$ cat config.mk
export PLATFORM = sky130hd
export DESIGN_NAME = shg_guard
export DESIGN_NICKNAME = d
export VERILOG_FILES = /design/src/shg_pkg.sv /design/src/shg_guard.sv
export VERILOG_INCLUDE_DIRS = /design/src
export SDC_FILE = /design/constraint.sdc
export NUM_CORES = 1
export LEC_CHECK = 0
export BUFFER_PORTS_ARGS = -buffer_cell sky130_fd_sc_hd__buf_2
export CELL_PAD_IN_SITES_DETAIL_PLACEMENT = 1
export CELL_PAD_IN_SITES_GLOBAL_PLACEMENT = 1
export CORE_UTILIZATION = 45
export DETAILED_ROUTE_END_ITERATION = 10
export PLACE_DENSITY_LB_ADDON = 0.1
export SKIP_LAST_GASP = 1
export SYNTH_ARGS = -nofsm -noshare
export SYNTH_HDL_FRONTEND = slang
export SYNTH_SLANG_ARGS = --single-unit
$ cat constraint.sdc
create_clock -name sys_clk -period 7.8 [get_ports sys_clk]
set_clock_uncertainty 0.2 [all_clocks]
set_input_delay 1.17 -clock sys_clk [delete_from_list [all_inputs] [get_ports sys_clk]]
set_output_delay 1.17 -clock sys_clk [all_outputs]
set_load 0.02 [all_outputs]
$ cat src/shg_regs.svh
`ifndef SHG_REGS_SVH
`define SHG_REGS_SVH
// Host I/O register offsets
`define SHG_OFF_ADDR0    4'h0
`define SHG_OFF_ADDR3    4'h3
`define SHG_OFF_DATA     4'h4
`define SHG_OFF_HCTL     4'h5
`define SHG_OFF_HSTAT    4'h6
`define SHG_OFF_PROT_LO  4'h7
`define SHG_OFF_PROT_HI  4'h8
`define SHG_OFF_SEM      4'hC
// Core register offsets
`define SHG_COFF_ORD     3'h0
`define SHG_COFF_OWR     3'h3
`define SHG_COFF_CCST    3'h6
`define SHG_COFF_CSEM    3'h7
// Core control/status bit positions
`define SHG_CC_HOST_ERROR_IRQ_ENABLE   0
`define SHG_CC_SEMAPHORE_IRQ_ENABLE    1
`define SHG_CC_HOST_ERROR_RESPONSE_FIELD     2
`define SHG_CC_HOST_WRITE_ERROR_FLAG     4
`define SHG_CC_HOST_READ_ERROR_FLAG     5
`define SHG_CC_HOST_SEMAPHORE_WRITTEN     6
// Host control bits, reset values, override offset and empty-flash code
`define SHG_HC_PMER      5
`define SHG_HCTL_RST     8'h00
`define SHG_OVR_RST      16'h0000
`define SHG_FINE_OFFSET  6'hE
`define SHG_BOOT_EMPTY   4'hF
// Error response field encodings
`define SHG_HOST_ERROR_RESPONSE_FIELD_HOLD   2'h0
`define SHG_HOST_ERROR_RESPONSE_FIELD_READY  2'h1
`define SHG_HOST_ERROR_RESPONSE_FIELD_ERROR  2'h2
// Sync codes
`define SHG_SYNC_READY   4'h0
`define SHG_SYNC_SHORT   4'h5
`define SHG_SYNC_LONG    4'h6
`define SHG_SYNC_ERROR   4'hA
`endif

$ cat src/shg_pkg.sv
package shg_pkg;
  typedef enum logic [1:0] {
    shg_idle  = 2'b00,
    shg_short = 2'b01,
    shg_bus   = 2'b11,
    shg_hold  = 2'b10
  } shg_state_type;
endpackage

$ cat src/shg_guard.sv
// Functional notes
// - Keep read, write and lock flags for 32 host blocks, indexed registers.
// - Host block is translated core address bits 20..0 divided by 64K.
// - Protect write with index-write clear updates flags of indexed block.
// - Protect write with index-write set only selects block for reads.
// - Core read/write override per block; first two blocks split in 16.
// - Core sets and clears override bits through six override registers.
// - Access restricted when its type is protected for the core address.
// - Also restricted during core warm reset or when flash is empty.
// - Restricted access raises core interrupt when host-error enable set.
// - Restricted access sets host write error or host read error flag.
// - Restricted write discarded; error sync if field 10, else ready.
// - Restricted read with field 00 holds long wait until resolved.
// - Restricted read returns 00; ready sync on 01, error on 10.
// - One 8-bit signaling register readable by host and core.
// - Host alone modifies signaling bits 3..0, core alone bits 7..4.
// - Host signaling write sets written flag, interrupt if enabled.
// - Indirect 32-bit address from four byte registers at offsets 0..3.
// - Indirect data byte register at offset 4.
// - Host registers reachable by the host only.
// - Indirect data access runs a core bus write or read.
// - Address registers answer short wait; data waits long until done.
// - Set lock freezes that block's flags until host hardware reset.
// - Core override denies access even if host flags allow it.
`timescale 1ns/1ps
`include "shg_regs.svh"
module shg_guard (
  input  wire logic                   sys_clk,
  input  wire logic                   reset,
  input  wire logic                   host_req,
  input  wire logic                   host_io,
  input  wire logic                   host_wr,
  input  wire logic [31:0]            host_addr,
  input  wire logic [7:0]             host_wdata,
  output logic      [3:0]             host_sync_r,
  output logic                        host_done_r,
  output logic      [7:0]             host_rdata_r,
  input  wire logic                   core_wr,
  input  wire logic [2:0]             core_addr,
  input  wire logic [15:0]            core_wdata,
  output logic      [15:0]            core_rdata_r,
  output logic                        core_irq_r,
  input  wire logic [20:0]            main_block_top_address,
  input  wire logic                   core_warm_reset,
  input  wire logic [3:0]             boot_block_field,
  output logic                        mem_req_r,
  output logic                        mem_we_r,
  output logic      [20:0]            mem_addr_r,
  output logic      [7:0]             mem_wdata_r,
  input  wire logic [7:0]             mem_rdata,
  input  wire logic                   mem_done,
  output logic                        page_erase_r
);
  import shg_pkg::*;

  shg_state_type state_r;
  logic [31:0]   hrp_r;
  logic [31:0]   hwp_r;
  logic [31:0]   hlp_r;
  logic [3:0]    idx_lo_r;
  logic [3:0]    idx_hi_r;
  logic          iw_lo_r;
  logic          iw_hi_r;
  logic [47:0]   ovr_rd_r;
  logic [47:0]   ovr_wr_r;
  logic [31:0]   ind_addr_r;
  logic [7:0]    data_r;
  logic [7:0]    hctl_r;
  logic [7:0]    sem_r;
  logic          host_error_irq_enable_r;
  logic          semaphore_irq_enable_r;
  logic [1:0]    host_error_response_field_r;
  logic          host_write_error_flag_r;
  logic          host_read_error_flag_r;
  logic          host_semaphore_written_r;
  logic [20:0]   cur_addr_r;
  logic          cur_wr_r;

  logic [3:0]    io_off;
  logic          take;
  logic          io_take;
  logic          io_wr;
  logic          mem_take;
  logic [31:0]   req_addr;
  logic [20:0]   req_core;
  logic          req_restr;
  logic          hold_restr;
  logic [7:0]    io_rd_val;
  logic          ccst_wr;

  // Restriction check on a translated core address
  function automatic logic restricted(input logic [20:0] a, input logic wr,
                                      input logic [31:0] hrp, input logic [31:0] hwp,
                                      input logic [47:0] ord, input logic [47:0] owr,
                                      input logic warm, input logic [3:0] boot);
    logic [4:0] blk;
    logic [5:0] ob;
    blk = a[20:16];
    ob  = (a[20:17] == 4'h0) ? {2'b00, a[16:13]} : ({1'b0, a[20:16]} + `SHG_FINE_OFFSET);
    restricted = warm || (boot == `SHG_BOOT_EMPTY) ||
                 (wr ? (hwp[blk] || owr[ob]) : (hrp[blk] || ord[ob]));
  endfunction

  assign io_off   = host_addr[3:0];
  assign take     = host_req && (state_r == shg_idle);
  assign io_take  = take && host_io;
  assign io_wr    = io_take && host_wr;
  assign mem_take = take && (!host_io || io_off == `SHG_OFF_DATA);
  assign req_addr = host_io ? ind_addr_r : host_addr;
  assign req_core = req_addr[20:0] + main_block_top_address;
  assign req_restr = restricted(req_core, host_wr, hrp_r, hwp_r, ovr_rd_r, ovr_wr_r,
                                core_warm_reset, boot_block_field);
  assign hold_restr = restricted(cur_addr_r, 1'b0, hrp_r, hwp_r, ovr_rd_r, ovr_wr_r,
                                 core_warm_reset, boot_block_field);
  assign ccst_wr  = core_wr && (core_addr == `SHG_COFF_CCST);

  // Host register read view
  always_comb begin
    case (io_off)
      4'h0:             io_rd_val = ind_addr_r[7:0];
      4'h1:             io_rd_val = ind_addr_r[15:8];
      4'h2:             io_rd_val = ind_addr_r[23:16];
      `SHG_OFF_ADDR3:   io_rd_val = ind_addr_r[31:24];
      `SHG_OFF_HCTL:    io_rd_val = hctl_r;
      `SHG_OFF_PROT_LO: io_rd_val = {idx_lo_r, iw_lo_r, hlp_r[{1'b0, idx_lo_r}],
                                     hwp_r[{1'b0, idx_lo_r}], hrp_r[{1'b0, idx_lo_r}]};
      `SHG_OFF_PROT_HI: io_rd_val = {idx_hi_r, iw_hi_r, hlp_r[{1'b1, idx_hi_r}],
                                     hwp_r[{1'b1, idx_hi_r}], hrp_r[{1'b1, idx_hi_r}]};
      `SHG_OFF_SEM:     io_rd_val = sem_r;
      default:          io_rd_val = 8'h00;
    endcase
  end

  // Host-controlled protection flags, one set per block
  genvar g;
  generate
    for (g = 0; g < 32; g = g + 1) begin : g_blk
      logic sel;
      assign sel = io_wr && !host_wdata[3] && (host_wdata[7:4] == 4'(g % 16)) &&
                   (io_off == ((g < 16) ? `SHG_OFF_PROT_LO : `SHG_OFF_PROT_HI));
      always_ff @(posedge sys_clk) begin
        if (reset) begin
          hrp_r[g] <= 1'b0;
          hwp_r[g] <= 1'b1;
          hlp_r[g] <= 1'b0;
        end else if (sel && !hlp_r[g]) begin
          hrp_r[g] <= host_wdata[0];
          hwp_r[g] <= host_wdata[1];
          hlp_r[g] <= host_wdata[2];
        end
      end
    end
  endgenerate

  // Index fields; a protect write with index-write set only moves the index
  always_ff @(posedge sys_clk) begin
    if (reset) begin
      idx_lo_r <= 4'h0;
      idx_hi_r <= 4'h0;
      iw_lo_r  <= 1'b0;
      iw_hi_r  <= 1'b0;
    end else if (io_wr && io_off == `SHG_OFF_PROT_LO) begin
      idx_lo_r <= host_wdata[7:4];
      iw_lo_r  <= host_wdata[3];
    end else if (io_wr && io_off == `SHG_OFF_PROT_HI) begin
      idx_hi_r <= host_wdata[7:4];
      iw_hi_r  <= host_wdata[3];
    end
  end

  // Indirect address and host control; host side only
  always_ff @(posedge sys_clk) begin
    if (reset) begin
      ind_addr_r <= 32'h0000_0000;
      hctl_r     <= `SHG_HCTL_RST;
    end else if (io_wr) begin
      case (io_off)
        4'h0:           ind_addr_r[7:0]   <= host_wdata;
        4'h1:           ind_addr_r[15:8]  <= host_wdata;
        4'h2:           ind_addr_r[23:16] <= host_wdata;
        `SHG_OFF_ADDR3: ind_addr_r[31:24] <= host_wdata;
        `SHG_OFF_HCTL:  hctl_r <= host_wdata & (8'h01 << `SHG_HC_PMER);
        default:        hctl_r <= hctl_r;
      endcase
    end
  end

  assign page_erase_r = hctl_r[`SHG_HC_PMER];

  // Data byte: written value, or the byte returned by the core bus
  always_ff @(posedge sys_clk) begin
    if (reset) begin
      data_r <= 8'h00;
    end else if (io_wr && io_off == `SHG_OFF_DATA) begin
      data_r <= host_wdata;
    end else if (state_r == shg_bus && mem_done && !cur_wr_r) begin
      data_r <= mem_rdata;
    end
  end

  // Core override registers, three read and three write words
  genvar k;
  generate
    for (k = 0; k < 3; k = k + 1) begin : g_ovr
      always_ff @(posedge sys_clk) begin
        if (reset) begin
          ovr_rd_r[16*k +: 16] <= `SHG_OVR_RST;
          ovr_wr_r[16*k +: 16] <= `SHG_OVR_RST;
        end else if (core_wr && core_addr == (`SHG_COFF_ORD + 3'(k))) begin
          ovr_rd_r[16*k +: 16] <= core_wdata;
        end else if (core_wr && core_addr == (`SHG_COFF_OWR + 3'(k))) begin
          ovr_wr_r[16*k +: 16] <= core_wdata;
        end
      end
    end
  endgenerate

  // Signaling register; each side touches only its own nibble
  always_ff @(posedge sys_clk) begin
    if (reset) begin
      sem_r <= 8'h00;
    end else if (io_wr && io_off == `SHG_OFF_SEM) begin
      sem_r[3:0] <= host_wdata[3:0];
    end else if (core_wr && core_addr == `SHG_COFF_CSEM) begin
      sem_r[7:4] <= core_wdata[7:4];
    end
  end

  // Core control and status; hardware set wins over a same-cycle clear
  always_ff @(posedge sys_clk) begin
    if (reset) begin
      host_error_irq_enable_r <= 1'b0;
      semaphore_irq_enable_r  <= 1'b0;
      host_error_response_field_r   <= `SHG_HOST_ERROR_RESPONSE_FIELD_HOLD;
    end else if (ccst_wr) begin
      host_error_irq_enable_r <= core_wdata[`SHG_CC_HOST_ERROR_IRQ_ENABLE];
      semaphore_irq_enable_r  <= core_wdata[`SHG_CC_SEMAPHORE_IRQ_ENABLE];
      host_error_response_field_r   <= core_wdata[`SHG_CC_HOST_ERROR_RESPONSE_FIELD +: 2];
    end
  end

  always_ff @(posedge sys_clk) begin
    if (reset) begin
      host_write_error_flag_r <= 1'b0;
      host_read_error_flag_r <= 1'b0;
      host_semaphore_written_r <= 1'b0;
    end else begin
      host_write_error_flag_r <= (mem_take && req_restr && host_wr) ||
                 (host_write_error_flag_r && !(ccst_wr && core_wdata[`SHG_CC_HOST_WRITE_ERROR_FLAG]));
      host_read_error_flag_r <= (mem_take && req_restr && !host_wr) ||
                 (host_read_error_flag_r && !(ccst_wr && core_wdata[`SHG_CC_HOST_READ_ERROR_FLAG]));
      host_semaphore_written_r <= (io_wr && io_off == `SHG_OFF_SEM) ||
                 (host_semaphore_written_r && !(ccst_wr && core_wdata[`SHG_CC_HOST_SEMAPHORE_WRITTEN]));
    end
  end

  // One interrupt line to the core
  always_ff @(posedge sys_clk) begin
    if (reset) begin
      core_irq_r <= 1'b0;
    end else begin
      core_irq_r <= ((host_write_error_flag_r || host_read_error_flag_r) && host_error_irq_enable_r) || (host_semaphore_written_r && semaphore_irq_enable_r);
    end
  end

  // Core register read, one cycle behind the address
  always_ff @(posedge sys_clk) begin
    if (reset) begin
      core_rdata_r <= 16'h0000;
    end else begin
      case (core_addr)
        3'h0, 3'h1, 3'h2: core_rdata_r <= ovr_rd_r[16*core_addr +: 16];
        3'h3, 3'h4, 3'h5: core_rdata_r <= ovr_wr_r[16*(core_addr - 3'h3) +: 16];
        `SHG_COFF_CCST:   core_rdata_r <= {9'h000, host_semaphore_written_r, host_read_error_flag_r, host_write_error_flag_r,
                                           host_error_response_field_r, semaphore_irq_enable_r, host_error_irq_enable_r};
        default:          core_rdata_r <= {8'h00, sem_r};
      endcase
    end
  end

  // Host transaction sequencer
  always_ff @(posedge sys_clk) begin
    if (reset) begin
      state_r      <= shg_idle;
      host_sync_r  <= `SHG_SYNC_READY;
      host_done_r  <= 1'b0;
      host_rdata_r <= 8'h00;
      mem_req_r    <= 1'b0;
      mem_we_r     <= 1'b0;
      mem_addr_r   <= 21'h000000;
      mem_wdata_r  <= 8'h00;
      cur_addr_r   <= 21'h000000;
      cur_wr_r     <= 1'b0;
    end else begin
      host_done_r <= 1'b0;
      mem_req_r   <= 1'b0;
      case (state_r)
        shg_idle: begin
          if (mem_take) begin
            cur_addr_r  <= req_core;
            cur_wr_r    <= host_wr;
            mem_addr_r  <= req_core;
            mem_we_r    <= host_wr;
            mem_wdata_r <= host_wdata;
            if (!req_restr) begin
              mem_req_r   <= 1'b1;
              host_sync_r <= `SHG_SYNC_LONG;
              state_r     <= shg_bus;
            end else if (host_wr) begin
              host_done_r <= 1'b1;
              host_sync_r <= (host_error_response_field_r == `SHG_HOST_ERROR_RESPONSE_FIELD_ERROR) ? `SHG_SYNC_ERROR : `SHG_SYNC_READY;
            end else if (host_error_response_field_r == `SHG_HOST_ERROR_RESPONSE_FIELD_HOLD) begin
              host_sync_r <= `SHG_SYNC_LONG;
              state_r     <= shg_hold;
            end else begin
              host_done_r  <= 1'b1;
              host_rdata_r <= 8'h00;
              host_sync_r  <= (host_error_response_field_r == `SHG_HOST_ERROR_RESPONSE_FIELD_ERROR) ? `SHG_SYNC_ERROR : `SHG_SYNC_READY;
            end
          end else if (io_take) begin
            host_rdata_r <= io_rd_val;
            host_sync_r  <= `SHG_SYNC_SHORT;
            state_r      <= shg_short;
          end
        end
        shg_short: begin
          host_done_r <= 1'b1;
          host_sync_r <= `SHG_SYNC_READY;
          state_r     <= shg_idle;
        end
        shg_bus: begin
          if (mem_done) begin
            host_done_r  <= 1'b1;
            host_sync_r  <= `SHG_SYNC_READY;
            host_rdata_r <= cur_wr_r ? 8'h00 : mem_rdata;
            state_r      <= shg_idle;
          end
        end
        shg_hold: begin
          // Endless by design: only the read becoming unrestricted or a field change releases it
          if (!hold_restr) begin
            mem_req_r <= 1'b1;
            state_r   <= shg_bus;
          end else if (host_error_response_field_r != `SHG_HOST_ERROR_RESPONSE_FIELD_HOLD) begin
            host_done_r  <= 1'b1;
            host_rdata_r <= 8'h00;
            host_sync_r  <= (host_error_response_field_r == `SHG_HOST_ERROR_RESPONSE_FIELD_ERROR) ? `SHG_SYNC_ERROR : `SHG_SYNC_READY;
            state_r      <= shg_idle;
          end
        end
        default: state_r <= shg_idle;
      endcase
    end
  end
endmodule

==> run summary <==
Status - complete, no violations
Residual DRC count - 0
Post-route setup TNS - 0 ns
Number of global-route vias before repair - 16,900
Yosys cell types - 93
Row count - 72
Worst skew pair latency - 0.56 ns
Leading area contributor after synthesis - dfxtp_1
Crit path launch type - input port
Die area - 40,800 sq um
RD Place Congestion - 0.945
Top cell type's share of synthesized area - 34.8%
Post-synth top cells - 396 x nand2_1, 313 x dfxtp_1, 238 x mux2i_1, 207 x nor2_1, 202 x a21oi_1
Slowest-stage cell, CP - a21boi_4
Post-synth top flop - dfxtp_1
Total number of vias - 16,800
Post-route ant nets - 0
Seq cells post-synth - 313
Port buffer count - 150
Seq/Total Area, Yosys - 34.8%
First-pass GRT wire length - 104,000 um
Number of synthesis warnings - 0
Area growth syn-to-layout - 13.3%
Crit end category - flip-flop
Fillers - 4,607
Async SR Flop Fraction - 0%
Hpwl dp - 49,700 um
Grt total ovfl - 0
Setup violators final - 0
Final hold vios - 0
Max Freq - 0.142 GHz
CTS Hold Buffers Added - 0
WS Path Type - in -> reg
Total length of routed wires - 68,100 um
RSZ-0062 raised after global routing - no
Top cells by area, synth - dfxtp_1 35%, mux2i_1 13%, nand2_1 8.3%
Post-synth EDFFs - 0
Min-delay worst type - reg -> reg
Reg clk slew, reported paths - 0.06 ns
Htree depth - 2
Bufs on Longest Clock Path - 3
Final nets - 2,301
Worst Path Buf+Inv - 4
CP required - 8.09 ns
Gates resized, CTS repair - 0
Tcrit/Tclk final - 90.6%
CTS Sinks - 313
Post-synthesis average cell area - 8.58 sq um
Crit path cell chain - buf_2 > mux2_2 > ha_1 > fa_1 > a21o_1 > a311o_1 > a32oi_1 > nand2_1 > a211o_1 > clkinv_2 > ha_1 > inv_1 > nor2_1 > mux2_4 > nand2_4 > a21boi_4 > buf_4 > o31ai_1 > a211o_1 > a2111oi_4 > a311oi_2 > or4_1 > a21oi_1
ANT cells - 0
Layout cells sized above 1 - 17.8%
Largest net degree at the start of global routing - 100
Multi-input gate area - 11,000 sq um
Reg area - 6270 sq um
Total GRT Usage - 33.0%
Mapped Cells - 2,097
Worst vdd ir - 188 uV
Avg WL per Cell - 25.1 um
Max-Cap Viols - 0
Starting Density - 46.1%
Initial antenna violation count - 0
Slew margin rel. - 12.6%
Cell area after synthesis - 18,000 sq um
Setup Fix Bufs, Post-CTS - 0
Count leader, synth - nand2_1
Crit path arrival time - 7.35 ns
Count of final max-slew check failures - 0
Pwr Density - 226 nW/um^2
CTS tree - done
Post-route cell area - 20,400 sq um
Crit path time final - 7.06 ns
Crit path max fanout - 19
DIE WIDTH - 202 um
Slew @ Worst Pin - 1.30 ns
Die Y - 202 um
CP top delay family - compound AO/OA/AOI/OAI gates
CTS root buf - clkbuf_16
Worst path max stage delay - 0.61 ns
DR vias/cell - 6.20
Num CTS Buffers - 37
Core area - 39,000 sq um
I/O pins - 162
DR iter-0 viols - 1,267
Pre-Repair DR Iteration Count - 8
Mapped Nets - 2,227
Leak - 7.81 nW
Placed instance area - 19,100 sq um
logic make-up (layout without fill, tap and decap cells):
| logic type | Yosys count | in the layout | share of synthesized area, % |
|---|---|---|---|
| flip-flops | 313 | 313 | 34.8 |
| buffers and inverters | 175 | 275 | 4.15 |
| AND/OR/NAND/NOR | 789 | 789 | 18.9 |
| AO/OA/AOI/OAI | 432 | 432 | 15.3 |
| XOR/XNOR | 16 | 16 | 0.820 |
| adder cells (fa/ha/maj) | 30 | 30 | 2.13 |
| multiplexers | 342 | 342 | 23.9 |
layout make-up:
cell class,instances,area share [%]
Clock buffer,52,5.51
Sequential cell,313,30.7
Tap cell,518,3.18
Timing Repair Buffer,191,5.23
Multi-Input combinational cell,1609,54.0
Clock inverter,13,1.01
Inverter,19,0.368
registers in the layout, indices dropped and copies added, names as in the netlist, 2 cells and up:
register,cells
ovr_rd_r,48
ovr_wr_r,48
hlp_r,32
hrp_r,32
hwp_r,32
ind_addr_r,32
mem_addr_r,21
core_rdata_r,16
host_rdata_r,8
mem_wdata_r,8
sem_r,8
host_sync_r,4
idx_hi_r,4
idx_lo_r,4
host_error_response_field_r,2
state_r,2
cells in the final DEF (no fill, tap or decap), types with 29 or more instances in the layout:
cell	instances
buf_2	149
dfxtp_1	313
ha_1	29
mux2i_1	238
mux2_2	34
nand3_1	37
nor2_1	207
buf_4	41
nor3_1	36
a21oi_1	201
nand2_1	396
clkbuf_16	38
o21ai_0	67
mux4_2	65
where the power goes:
part	total [mW]	switching [mW]	internal, mW
Sequential	1.71	0.0591	1.65
Combinational	1.01	0.660	0.350
Clock	1.90	0.734	1.17
Total	4.62	1.45	3.17
per-layer routing:
metal	part of all wire, %	track usage, %	vias up	routed length, um
li1	-	-	7657	-
met1	43	43.3	8458	29500
met2	48	55.6	585	32900
met3	4.9	4.14	135	3340
met4	3.5	11.8	0	2350
met5	0	0	-	0
metrics by stage:
stage / hold slack, ns / util [%] / instances / power [mW] / setup slack [ns]
2_1_floorplan: 0.244 / - / 2097 / 2.40 / 0.527
3_3_place_gp: 0.239 / 48.9 / 2650 / 2.72 / 0.326
3_5_place_dp: 0.247 / 48.9 / 2650 / 2.73 / 0.171
5_1_grt: 0.281 / 52.3 / 2715 / 4.77 / 0.434
4_1_cts: 0.257 / 52.3 / 2715 / 4.64 / 0.773
6_report: 0.255 / 52.3 / 2715 / 4.62 / 0.736
worst reg2reg max path, stage by stage, from the launching register on:
cell	delay, ns
dfxtp_1	0.32
mux2_2	0.27
ha_1	0.21
fa_1	0.46
a21o_1	0.21
a311o_1	0.41
a32oi_1	0.32
nand2_1	0.12
a211o_1	0.31
clkinv_2	0.06
ha_1	0.19
inv_1	0.08
nor2_1	0.24
mux2_4	0.27
nand2_4	0.16
a21boi_4	0.61
buf_4	0.29
o31ai_1	0.09
a211o_1	0.31
a2111oi_4	0.47
a311oi_2	0.17
or4_1	0.51
a21oi_1	0.16
final timing paths:
check	from	end	slack, ns	cells after the start
setup / recovery	host_io	state_r[0]	0.74	23
hold / removal	mem_wdata_r[2]	mem_wdata_r[2]	0.26	2
setup reg to reg	ind_addr_r[0]	state_r[0]	1.27	22
hold reg to reg	mem_wdata_r[2]	mem_wdata_r[2]	0.26	2
(Power assumes the default switching activity.)
